<file path="config.mk">
export PLATFORM = sky130hd
export DESIGN_NAME = pifs_supervisor
export DESIGN_NICKNAME = d
export VERILOG_FILES = /design/src/pifs_pkg.sv /design/src/pifs_alarm_bank.sv /design/src/pifs_supervisor.sv
export VERILOG_INCLUDE_DIRS = /design/src
export SDC_FILE = /design/constraint.sdc
export NUM_CORES = 1
export LEC_CHECK = 0
export BUFFER_PORTS_ARGS = -buffer_cell sky130_fd_sc_hd__buf_2
export CAP_MARGIN = 20
export CORE_ASPECT_RATIO = 1.25
export CORE_MARGIN = 4
export CORE_UTILIZATION = 33
export DETAILED_ROUTE_END_ITERATION = 16
export GPL_TIMING_DRIVEN = 0
export PLACE_DENSITY = 0.51
export SKIP_CTS_REPAIR_TIMING = 1
export SYNTH_ARGS = -nofsm -noshare
export SYNTH_HDL_FRONTEND = slang
export SYNTH_SLANG_ARGS = --single-unit
</file>
<file path="constraint.sdc">
create_clock -name i_mclk -period 5.7 [get_ports i_mclk]
set_clock_uncertainty 0.05 [all_clocks]
set_input_delay 0.57 -clock i_mclk [delete_from_list [all_inputs] [get_ports i_mclk]]
set_output_delay 0.57 -clock i_mclk [all_outputs]
set_load 0.05 [all_outputs]
</file>
<file path="src/pifs_regs.svh">
`ifndef PIFS_REGS_SVH
`define PIFS_REGS_SVH

// Synchronised pin positions
`define PIFS_NPINS 16
`define PIFS_P_KEY 0
`define PIFS_P_SELF 1
`define PIFS_P_PMEM 2
`define PIFS_P_PHFB 3
`define PIFS_P_CPROT 4
`define PIFS_P_PHLO 5
`define PIFS_P_PHHI 6
`define PIFS_P_DIODE 7
`define PIFS_P_CURNZ 8
`define PIFS_P_SEAT 9
`define PIFS_P_CAPCH 10
`define PIFS_P_CAPDIS 11
`define PIFS_P_COILLO 12
`define PIFS_P_MCCL 13
`define PIFS_P_ENA 14
`define PIFS_P_REQ 15

// Alarm bit positions, code is position plus one
`define PIFS_NALM 18
`define PIFS_CODE_W 5
`define PIFS_A_SELF 0
`define PIFS_A_PMEM 1
`define PIFS_A_SUPPLY 2
`define PIFS_A_PHFB 3
`define PIFS_A_CPROT 4
`define PIFS_A_BADSTART 5
`define PIFS_A_ENC 6
`define PIFS_A_CAPCH 7
`define PIFS_A_PHLO 8
`define PIFS_A_PHHI 9
`define PIFS_A_POTOFS 10
`define PIFS_A_POTWIRE 11
`define PIFS_A_STBYCUR 12
`define PIFS_A_SEAT 13
`define PIFS_A_DRVSHORT 14
`define PIFS_A_COILDRV 15
`define PIFS_A_MCOPEN 16
`define PIFS_A_MCWELD 17
// Alarms that drop once their condition is gone
`define PIFS_LIVE_MASK 18'h02c20
// Alarms that open the main contactor
`define PIFS_OPEN_MASK 18'h3d39c
// Alarms that stop all operation
`define PIFS_INH_MASK 18'h3dbbf

// Supply trip levels in volts per nominal battery
`define PIFS_NOM_48 2'h0
`define PIFS_NOM_80 2'h1
`define PIFS_NOM_96 2'h2
`define PIFS_NOM_120 2'h3
`define PIFS_UV_48 8'h0f
`define PIFS_OV_48 8'h41
`define PIFS_UV_80 8'h1e
`define PIFS_OV_80 8'h73
`define PIFS_UV_96 8'h22
`define PIFS_OV_96 8'h7d
`define PIFS_UV_120 8'h28
`define PIFS_OV_120 8'h98

// Encoder step limit in Hz, pot offset in mV
`define PIFS_ENC_MAX_STEP 12'h028
`define PIFS_POT_OFS_MV 13'h03e8

// Timing
`define PIFS_CLK_NS 32'h4
`define PIFS_NS_PER_MS 32'hf4240
`define PIFS_DISCH_TMO_MS 32'h64
`define PIFS_PRECH_TMO_MS 32'hc8
`define PIFS_COIL_TMO_MS 32'ha
`define PIFS_CLOSE_TMO_MS 32'h64

`endif

</file>
<file path="src/pifs_pkg.sv">
package pifs_pkg;
  `include "pifs_regs.svh"

  typedef enum logic [3:0] {
    ST_OFF, ST_COILCHK, ST_DISCH, ST_PRECH, ST_DIAG,
    ST_DRIVE, ST_CLOSE, ST_STBY, ST_RUN, ST_HALT
  } pifs_st_t;

  typedef struct packed {
    logic [`PIFS_NALM-1:0] alarm;
    logic [`PIFS_CODE_W-1:0] code;
  } pifs_bank_t;

  typedef struct packed {
    logic [`PIFS_NPINS-1:0] s1;
    logic [`PIFS_NPINS-1:0] s2;
    pifs_st_t st;
    logic [31:0] cnt;
    logic [11:0] prev_spd;
    logic have_prev;
    logic pm_seen;
    logic restore;
  } pifs_main_t;
endpackage : pifs_pkg

</file>
<file path="src/pifs_alarm_bank.sv">
`timescale 1ns/1ps
`include "pifs_regs.svh"
module pifs_alarm_bank (
  input wire logic i_mclk,
  input wire logic i_sys_rst,
  input wire logic [`PIFS_NALM-1:0] i_set,
  input wire logic [`PIFS_NALM-1:0] i_live,
  input wire logic i_clr_all,
  output logic [`PIFS_NALM-1:0] o_alarm,
  output logic [`PIFS_CODE_W-1:0] o_code
);
  pifs_pkg::pifs_bank_t r_r;
  pifs_pkg::pifs_bank_t r_nxt;
  logic [`PIFS_NALM-1:0] hold;
  localparam logic [`PIFS_NALM-1:0] LIVE = `PIFS_LIVE_MASK;

  // Set wins over every clear
  genvar g;
  generate
    for (g = 0; g < `PIFS_NALM; g = g + 1) begin : g_bit
      assign hold[g] = i_set[g] |
        (~i_clr_all & r_r.alarm[g] & (~LIVE[g] | i_live[g]));
    end
  endgenerate

  always_comb begin
    r_nxt = r_r;
    r_nxt.alarm = hold;
    r_nxt.code = '0;
    for (int i = `PIFS_NALM - 1; i >= 0; i--) begin
      if (hold[i]) begin
        r_nxt.code = 5'(i + 1);
      end
    end
  end

  always_ff @(posedge i_mclk or posedge i_sys_rst) begin
    if (i_sys_rst) begin
      r_r <= '0;
    end else begin
      r_r <= r_nxt;
    end
  end

  assign o_alarm = r_r.alarm;
  assign o_code = r_r.code;
endmodule : pifs_alarm_bank

</file>
<file path="src/pifs_supervisor.sv">
// What this block does
// - Self-test failure in standby or running raises the self-test alarm.
// - Parameter memory fault inhibits operation; recovery after key cycle restores defaults.
// - Supply trip raises alarm, stops operation, opens contactor; clears on key cycle.
// - 36/48 V battery trips below 15 V or above 65 V.
// - 80 V battery trips below 30 V or above 115 V.
// - 96 V battery trips below 34 V or above 125 V.
// - 120 V battery trips below 40 V or above 152 V.
// - Phase feedback hardware fault alarms, stops operation, opens contactor.
// - Current protection hardware fault alarms, stops operation, opens contactor.
// - Inputs out of the required start order raise the incorrect-start alarm.
// - Encoder speed step above 40 Hz alarms and stops the power bridge.
// - Precharge bank at key-on within timeout, else alarm; skipped if charged.
// - Phase near ground or battery alarms, opens contactor, stops controller.
// - Pot above learned minimum plus 1 V alarms; pump requests ignored.
// - Pot return diode off raises wire alarm and blocks operation.
// - Non-zero standby current alarms, opens contactor, inhibits operation.
// - Seat readings of pump and traction differ in combi mode: seat alarm.
// - Combi leaves contactor to traction; standalone contactor alarms stop all.
// - Coil pin at zero before driving raises shorted-driver alarm, contactor open.
// - Coil pin not low after drive raises coil-driver alarm, all stopped.
// - Coil driven but contactor open raises contactor-open alarm.
// - Bank not discharging before drive raises welded alarm; skipped if discharged.
`timescale 1ns/1ps
`include "pifs_regs.svh"
module pifs_supervisor #(
  parameter int unsigned DISCH_TMO_CYC =
    `PIFS_DISCH_TMO_MS * `PIFS_NS_PER_MS / `PIFS_CLK_NS,
  parameter int unsigned PRECH_TMO_CYC =
    `PIFS_PRECH_TMO_MS * `PIFS_NS_PER_MS / `PIFS_CLK_NS,
  parameter int unsigned COIL_TMO_CYC =
    `PIFS_COIL_TMO_MS * `PIFS_NS_PER_MS / `PIFS_CLK_NS,
  parameter int unsigned CLOSE_TMO_CYC =
    `PIFS_CLOSE_TMO_MS * `PIFS_NS_PER_MS / `PIFS_CLK_NS
) (
  input wire logic i_mclk,
  input wire logic i_sys_rst,
  input wire logic i_key_on,
  input wire logic i_selftest_fail,
  input wire logic i_param_mem_fault,
  input wire logic i_phase_fb_fault,
  input wire logic i_curr_prot_fault,
  input wire logic i_phase_voltage_low,
  input wire logic i_phase_voltage_high,
  input wire logic i_pot_return_diode_on,
  input wire logic i_motor_curr_nonzero,
  input wire logic i_seat_sw,
  input wire logic i_cap_charged,
  input wire logic i_cap_discharged,
  input wire logic i_contactor_coil_drive_pin_low,
  input wire logic i_main_contactor_closed,
  input wire logic i_pump_enable_sw,
  input wire logic i_pump_req,
  input wire logic i_combi_mode,
  input wire logic i_seat_remote,
  input wire logic [1:0] i_batt_nominal,
  input wire logic [7:0] i_batt_volt,
  input wire logic i_enc_valid,
  input wire logic [11:0] i_enc_speed,
  input wire logic [11:0] i_pot_mv,
  input wire logic [11:0] i_pot_minimum_learn_mv,
  output logic o_coil_drive,
  output logic o_discharge_en,
  output logic o_precharge_en,
  output logic o_bridge_en,
  output logic o_pump_ignore,
  output logic o_run_inhibit,
  output logic o_restore_defaults,
  output logic [`PIFS_NALM-1:0] o_alarm,
  output logic [`PIFS_CODE_W-1:0] o_alarm_code
);
  pifs_pkg::pifs_main_t r_r;
  pifs_pkg::pifs_main_t r_nxt;
  logic [`PIFS_NPINS-1:0] pins_in;
  logic [`PIFS_NPINS-1:0] p;
  logic [`PIFS_NALM-1:0] alm_set;
  logic [`PIFS_NALM-1:0] alm_live;
  logic [`PIFS_NALM-1:0] alarm;
  logic clr_all;
  logic on;
  logic open_contactor;
  logic inhibit;
  logic [7:0] uv_lvl;
  logic [7:0] ov_lvl;
  logic [11:0] spd_step;
  logic pot_high;

  assign pins_in = {i_pump_req, i_pump_enable_sw, i_main_contactor_closed,
    i_contactor_coil_drive_pin_low, i_cap_discharged, i_cap_charged,
    i_seat_sw, i_motor_curr_nonzero, i_pot_return_diode_on,
    i_phase_voltage_high, i_phase_voltage_low, i_curr_prot_fault,
    i_phase_fb_fault, i_param_mem_fault, i_selftest_fail, i_key_on};
  assign p = r_r.s2;
  assign on = (r_r.st != pifs_pkg::ST_OFF);
  assign clr_all = ~on;
  assign open_contactor = |(alarm & `PIFS_OPEN_MASK);
  assign inhibit = |(alarm & `PIFS_INH_MASK);
  assign spd_step = (i_enc_speed > r_r.prev_spd) ? i_enc_speed - r_r.prev_spd
                                                 : r_r.prev_spd - i_enc_speed;
  assign pot_high = {1'b0, i_pot_mv} >
    ({1'b0, i_pot_minimum_learn_mv} + `PIFS_POT_OFS_MV);

  always_comb begin
    case (i_batt_nominal)
      `PIFS_NOM_48: begin
        uv_lvl = `PIFS_UV_48;
        ov_lvl = `PIFS_OV_48;
      end
      `PIFS_NOM_80: begin
        uv_lvl = `PIFS_UV_80;
        ov_lvl = `PIFS_OV_80;
      end
      `PIFS_NOM_96: begin
        uv_lvl = `PIFS_UV_96;
        ov_lvl = `PIFS_OV_96;
      end
      default: begin
        uv_lvl = `PIFS_UV_120;
        ov_lvl = `PIFS_OV_120;
      end
    endcase
  end
  always_comb begin
    r_nxt = r_r;
    r_nxt.s1 = pins_in;
    r_nxt.s2 = r_r.s1;
    r_nxt.restore = 1'b0;
    alm_set = '0;
    alm_live = '0;
    alm_live[`PIFS_A_BADSTART] = p[`PIFS_P_REQ];
    alm_live[`PIFS_A_POTOFS] = pot_high;
    alm_live[`PIFS_A_POTWIRE] = ~p[`PIFS_P_DIODE];
    alm_live[`PIFS_A_SEAT] = p[`PIFS_P_SEAT] ^ i_seat_remote;
    if (on) begin
      alm_set[`PIFS_A_SELF] = p[`PIFS_P_SELF] &
        (r_r.st == pifs_pkg::ST_STBY || r_r.st == pifs_pkg::ST_RUN);
      alm_set[`PIFS_A_PMEM] = p[`PIFS_P_PMEM];
      alm_set[`PIFS_A_SUPPLY] = (i_batt_volt < uv_lvl) | (i_batt_volt > ov_lvl);
      alm_set[`PIFS_A_PHFB] = p[`PIFS_P_PHFB];
      alm_set[`PIFS_A_CPROT] = p[`PIFS_P_CPROT];
      alm_set[`PIFS_A_POTWIRE] = ~p[`PIFS_P_DIODE];
      alm_set[`PIFS_A_SEAT] = i_combi_mode & alm_live[`PIFS_A_SEAT];
      alm_set[`PIFS_A_ENC] = i_enc_valid & r_r.have_prev &
        (spd_step > `PIFS_ENC_MAX_STEP);
      if (r_r.st == pifs_pkg::ST_DIAG || r_r.st == pifs_pkg::ST_STBY) begin
        alm_set[`PIFS_A_PHLO] = p[`PIFS_P_PHLO];
        alm_set[`PIFS_A_PHHI] = p[`PIFS_P_PHHI];
      end
      if (r_r.st == pifs_pkg::ST_STBY) begin
        alm_set[`PIFS_A_BADSTART] = p[`PIFS_P_REQ] & ~p[`PIFS_P_ENA];
        alm_set[`PIFS_A_POTOFS] = ~p[`PIFS_P_ENA] & pot_high;
        alm_set[`PIFS_A_STBYCUR] = p[`PIFS_P_CURNZ];
      end
    end
    if (i_enc_valid) begin
      r_nxt.prev_spd = i_enc_speed;
      r_nxt.have_prev = on;
    end
    r_nxt.pm_seen = r_r.pm_seen | alarm[`PIFS_A_PMEM];
    r_nxt.cnt = r_r.cnt + 32'h1;
    case (r_r.st)
      pifs_pkg::ST_OFF: begin
        r_nxt.cnt = '0;
        r_nxt.have_prev = 1'b0;
        if (p[`PIFS_P_KEY]) begin
          r_nxt.st = pifs_pkg::ST_COILCHK;
          if (r_r.pm_seen && !p[`PIFS_P_PMEM]) begin
            r_nxt.restore = 1'b1;
            r_nxt.pm_seen = 1'b0;
          end
        end
      end
      pifs_pkg::ST_COILCHK: begin
        r_nxt.cnt = '0;
        if (i_combi_mode) begin
          r_nxt.st = pifs_pkg::ST_PRECH;
        end else if (p[`PIFS_P_COILLO]) begin
          alm_set[`PIFS_A_DRVSHORT] = 1'b1;
          r_nxt.st = pifs_pkg::ST_HALT;
        end else begin
          r_nxt.st = pifs_pkg::ST_DISCH;
        end
      end
      pifs_pkg::ST_DISCH: begin
        if (p[`PIFS_P_CAPDIS]) begin
          r_nxt.st = pifs_pkg::ST_PRECH;
          r_nxt.cnt = '0;
        end else if (r_r.cnt >= DISCH_TMO_CYC) begin
          alm_set[`PIFS_A_MCWELD] = 1'b1;
          r_nxt.st = pifs_pkg::ST_HALT;
        end
      end
      pifs_pkg::ST_PRECH: begin
        if (p[`PIFS_P_CAPCH]) begin
          r_nxt.st = pifs_pkg::ST_DIAG;
        end else if (r_r.cnt >= PRECH_TMO_CYC) begin
          alm_set[`PIFS_A_CAPCH] = 1'b1;
          r_nxt.st = pifs_pkg::ST_HALT;
        end
      end
      pifs_pkg::ST_DIAG: begin
        r_nxt.cnt = '0;
        if (inhibit || alm_set != '0) begin
          r_nxt.st = pifs_pkg::ST_HALT;
        end else if (i_combi_mode) begin
          r_nxt.st = pifs_pkg::ST_STBY;
        end else begin
          r_nxt.st = pifs_pkg::ST_DRIVE;
        end
      end
      pifs_pkg::ST_DRIVE: begin
        if (p[`PIFS_P_COILLO]) begin
          r_nxt.st = pifs_pkg::ST_CLOSE;
          r_nxt.cnt = '0;
        end else if (r_r.cnt >= COIL_TMO_CYC) begin
          alm_set[`PIFS_A_COILDRV] = 1'b1;
          r_nxt.st = pifs_pkg::ST_HALT;
        end
      end
      pifs_pkg::ST_CLOSE: begin
        if (p[`PIFS_P_MCCL]) begin
          r_nxt.st = pifs_pkg::ST_STBY;
        end else if (r_r.cnt >= CLOSE_TMO_CYC) begin
          alm_set[`PIFS_A_MCOPEN] = 1'b1;
          r_nxt.st = pifs_pkg::ST_HALT;
        end
      end
      pifs_pkg::ST_STBY: begin
        if (p[`PIFS_P_REQ] && p[`PIFS_P_ENA] && !inhibit &&
            !alarm[`PIFS_A_POTOFS] && alm_set == '0) begin
          r_nxt.st = pifs_pkg::ST_RUN;
        end
      end
      pifs_pkg::ST_RUN: begin
        if (!p[`PIFS_P_REQ] || !p[`PIFS_P_ENA] || inhibit) begin
          r_nxt.st = pifs_pkg::ST_STBY;
        end
      end
      pifs_pkg::ST_HALT: begin
        r_nxt.cnt = r_r.cnt;
      end
      default: begin
        r_nxt.st = pifs_pkg::ST_OFF;
      end
    endcase
    if (!p[`PIFS_P_KEY]) begin
      r_nxt.st = pifs_pkg::ST_OFF;
    end
  end
  always_ff @(posedge i_mclk or posedge i_sys_rst) begin
    if (i_sys_rst) begin
      r_r <= '0;
    end else begin
      r_r <= r_nxt;
    end
  end
  pifs_alarm_bank u_bank (
    .i_mclk(i_mclk),
    .i_sys_rst(i_sys_rst),
    .i_set(alm_set),
    .i_live(alm_live),
    .i_clr_all(clr_all),
    .o_alarm(alarm),
    .o_code(o_alarm_code)
  );
  assign o_alarm = alarm;
  assign o_coil_drive = ~i_combi_mode & ~open_contactor & (r_r.st == pifs_pkg::ST_DRIVE ||
    r_r.st == pifs_pkg::ST_CLOSE || r_r.st == pifs_pkg::ST_STBY ||
    r_r.st == pifs_pkg::ST_RUN);
  assign o_discharge_en = (r_r.st == pifs_pkg::ST_DISCH);
  assign o_precharge_en = (r_r.st == pifs_pkg::ST_PRECH);
  assign o_bridge_en = (r_r.st == pifs_pkg::ST_RUN) & ~inhibit &
    ~alarm[`PIFS_A_ENC];
  assign o_pump_ignore = alarm[`PIFS_A_POTOFS];
  assign o_run_inhibit = inhibit;
  assign o_restore_defaults = r_r.restore;
endmodule : pifs_supervisor

</file>
==> qor.csv <==
metric,value,unit
final.setup.worst_slack,1.09,ns
routed_wl,17.3,mm
start_util,0.335,
status,finished clean,
start_kind,input port,
synth_area,0.00673,mm²
synthTopCellsByArea,"dfrtp_1, ha_1, nor2_1",
critPathSlowestCell,a2111oi_0,
cts_sinks,106,
synth_seq_cells,106,
grt_max_degree,56,
synth_fp_nets,875,
yosysWarnings,0,
fp.dieW,136,µm
cts_buffers,9,
min_period_over_period,0.808,
drv_cap,0,
root_buffer,clkbuf_16,
rows,58,
tightest_slew,1.11,ns
crit_type,in -> reg,
slew_viol_final,0,
dp_cells,1116,
async_flop_share,1.00,
grt_setup_unrepaired,false,
synthesis.instances,749,
crit_buf_inv,2,
diodes,0,
fin_cells,1132,
synth_most_common_cell,dfrtp_1,
syn_to_final_growth,16.9,%
fin_total_pwr,2.59,mW
intPower,1.48,mW
finalHoldViolCount,0,
pwr-share-seq,0.343,
dr.pass1.iters,5,
cp-end-kind,flip-flop,
viasPerCell,5.18,
antenna_found_initial,0,
clkPwrFrac,0.238,
cts_tree,yes,
post-route-min-period,4.61,ns
drc,0,
io_buffers,95,
swShare,0.426,
max_slew_margin,0.244,
finalSetupViolations,0,
cellPowerDensity,329,mW/mm²
grt_usage,0.154,
io_pins,97,
cpPeakStageDelay,0.89,ns
grt_pass1_vias,5716,
power.switching,1.10,mW
comb_power_share,0.419,
cts_max_path_buffers,2,
synth_cell_types,72,
grt_pass1_wl,28.6,mm
drive_gt1_frac,0.160,
die_h,168,µm
path_clk_slew,0.08,ns
cp_data_arrival_time,4.78,ns
pre_cts_ws,0.780,ns
coreArea,0.0201,mm²
critPathTopFamily,compound AO/OA/AOI/OAI gates,
synth.top_cells.by_count,"dfrtp_1, nor2_1, nand2_1, inv_1, ha_1",
clk_latency,0.35,ns
synthFlopType,dfrtp_1,
post-dp-hpwl,13.5,mm
avgSynthCellArea,8.98,µm²
drt_iter0_markers,261,
synth-edff-count,0,
htree_levels,3,
tns,0,ns
cp.required,5.87,ns
critPathMaxFanout,4,
path_cells,buf_2 -> or4_1 -> a211o_1 -> xnor2_1 -> ha_1 -> a21o_1 -> a21oi_1 -> nand3b_1 -> o21ai_0 -> nor3_1 -> a2111oi_0 -> inv_1 -> o31ai_1 -> o32ai_1,
grt_overflow_total,0,
final_area,0.00786,mm²
routabilityCongestion,0.884,
synth_top_area_cell,dfrtp_1,
wl_per_cell,15.3,µm
synth.top_cell.area_share,0.394,
ys_seq_area_frac,0.394,
fmax,217,MHz
vias,5859,
nets,983,
placement.cell_area,0.00758,mm²
hp-class,in -> reg,
ant_nets,0,
die-area,0.0227,mm²
num-fill-cells,2081,
leakagePower,3.70,nW
vdd_drop_max,0.206,mV
## worst register-to-register path: cells and delay by family, from the launching register on
kind / cells / cell delay, ns
AO/OA/AOI/OAI: 8 / 2.13
adder cells (fa/ha/maj): 2 / 0.64
flip-flops: 1 / 0.39
AND/OR/NAND/NOR: 2 / 0.37
buffers and inverters: 1 / 0.16
## final cells by class
type                    instances  area [µm²]  share of cell area
plain buffers                  25         128              0.0162
clock buffers                   9         225              0.0286
clock inverters                 7        61.3             0.00780
inverters                      59         224              0.0285
multi-input cells             559        3730               0.474
flip-flops and latches        106        2650               0.337
well taps                     270         338              0.0430
repair buffers                 97         508              0.0646
## power groups by stage
stage          registers (mW)  logic [mW]  clock network [mW]
6_report                0.887        1.08               0.614
5_1_grt                 0.899        1.20               0.666
4_1_cts                 0.887        1.09               0.638
3_5_place_dp            0.902        1.09                   0
3_3_place_gp            0.902        1.08                   0
2_1_floorplan            1.03       0.657                   0
## logic make-up (layout without fill, tap and decap cells)
kind of cell / after synthesis / after routing / share of synthesized area
DFF: 106 / 106 / 0.394
AOI/OAI and AO/OA: 197 / 197 / 0.194
buffers and inverters: 84 / 197 / 0.0519
and+or+nand+nor: 260 / 260 / 0.191
adders and majority gates: 59 / 59 / 0.112
xor gates and xnor gates: 38 / 38 / 0.0495
muxes: 5 / 5 / 0.00744
## state kept, by name, indices dropped and copies added (netlist names)
name,flops
r_r,50
u_bank.o_alarm,18
o_restore_defaults,1
r_nxt,16
u_bank.o_code,5
p,16
## final timing paths
path / start / endpoint / slack, ns / cells past startpoint
max: i_pot_minimum_learn_mv[6] / r_r[48] / 1.09 / 14
min: i_selftest_fail / r_nxt[52] / 0.26 / 1
max reg2reg: r_r[3] / u_bank.o_code[2] / 1.84 / 13
min reg2reg: r_nxt[58] / p[7] / 0.30 / 0
max in group asynchronous: i_sys_rst / u_bank.o_alarm[9] / 4.63 / 3
min in group asynchronous: i_sys_rst / r_r[9] / 0.27 / 2
## placed cells by master, fill, tap and decap left out, types with 3 or more instances in the layout
cell type,instances
or2_2,4
clkbuf_1,17
clkbuf_16,9
nor3_1,17
o22ai_1,3
or4_1,3
and4_1,3
xor2_1,24
nor2b_1,6
mux2i_1,5
o31ai_1,6
o211ai_1,4
a221o_1,3
and3_1,9
buf_6,3
nand3_1,20
ha_1,57
dfrtp_1,106
nor2_1,76
a21oi_1,49
a22o_1,4
a211o_1,4
o211a_1,3
o21ai_0,49
xnor2_1,14
a31oi_1,10
o21a_1,8
inv_1,57
or3_1,11
buf_2,99
a21o_1,10
nand2_1,61
a2111oi_0,3
a211oi_1,10
nand2b_1,10
nor4_1,12
nand4_1,15
## layer usage
| metal | GRT usage | wire [µm] |
|---|---|---|
| met2 | 0.261 | 8340 |
| met4 | 0.0403 | 272 |
| met3 | 0.0252 | 729 |
| met1 | 0.204 | 7970 |
| met5 | 0 | 0 |
## through the flow
| stage | hold slack (ns) | util |
|---|---|---|
| 3_3_place_gp | 0.284 | 0.375 |
| 4_1_cts | 0.249 | 0.391 |
| 6_report | 0.265 | 0.391 |
| 5_1_grt | 0.246 | 0.391 |
| 2_1_floorplan | 0.281 | - |
| 3_5_place_dp | 0.285 | 0.377 |
(Power assumes the default switching activity.)
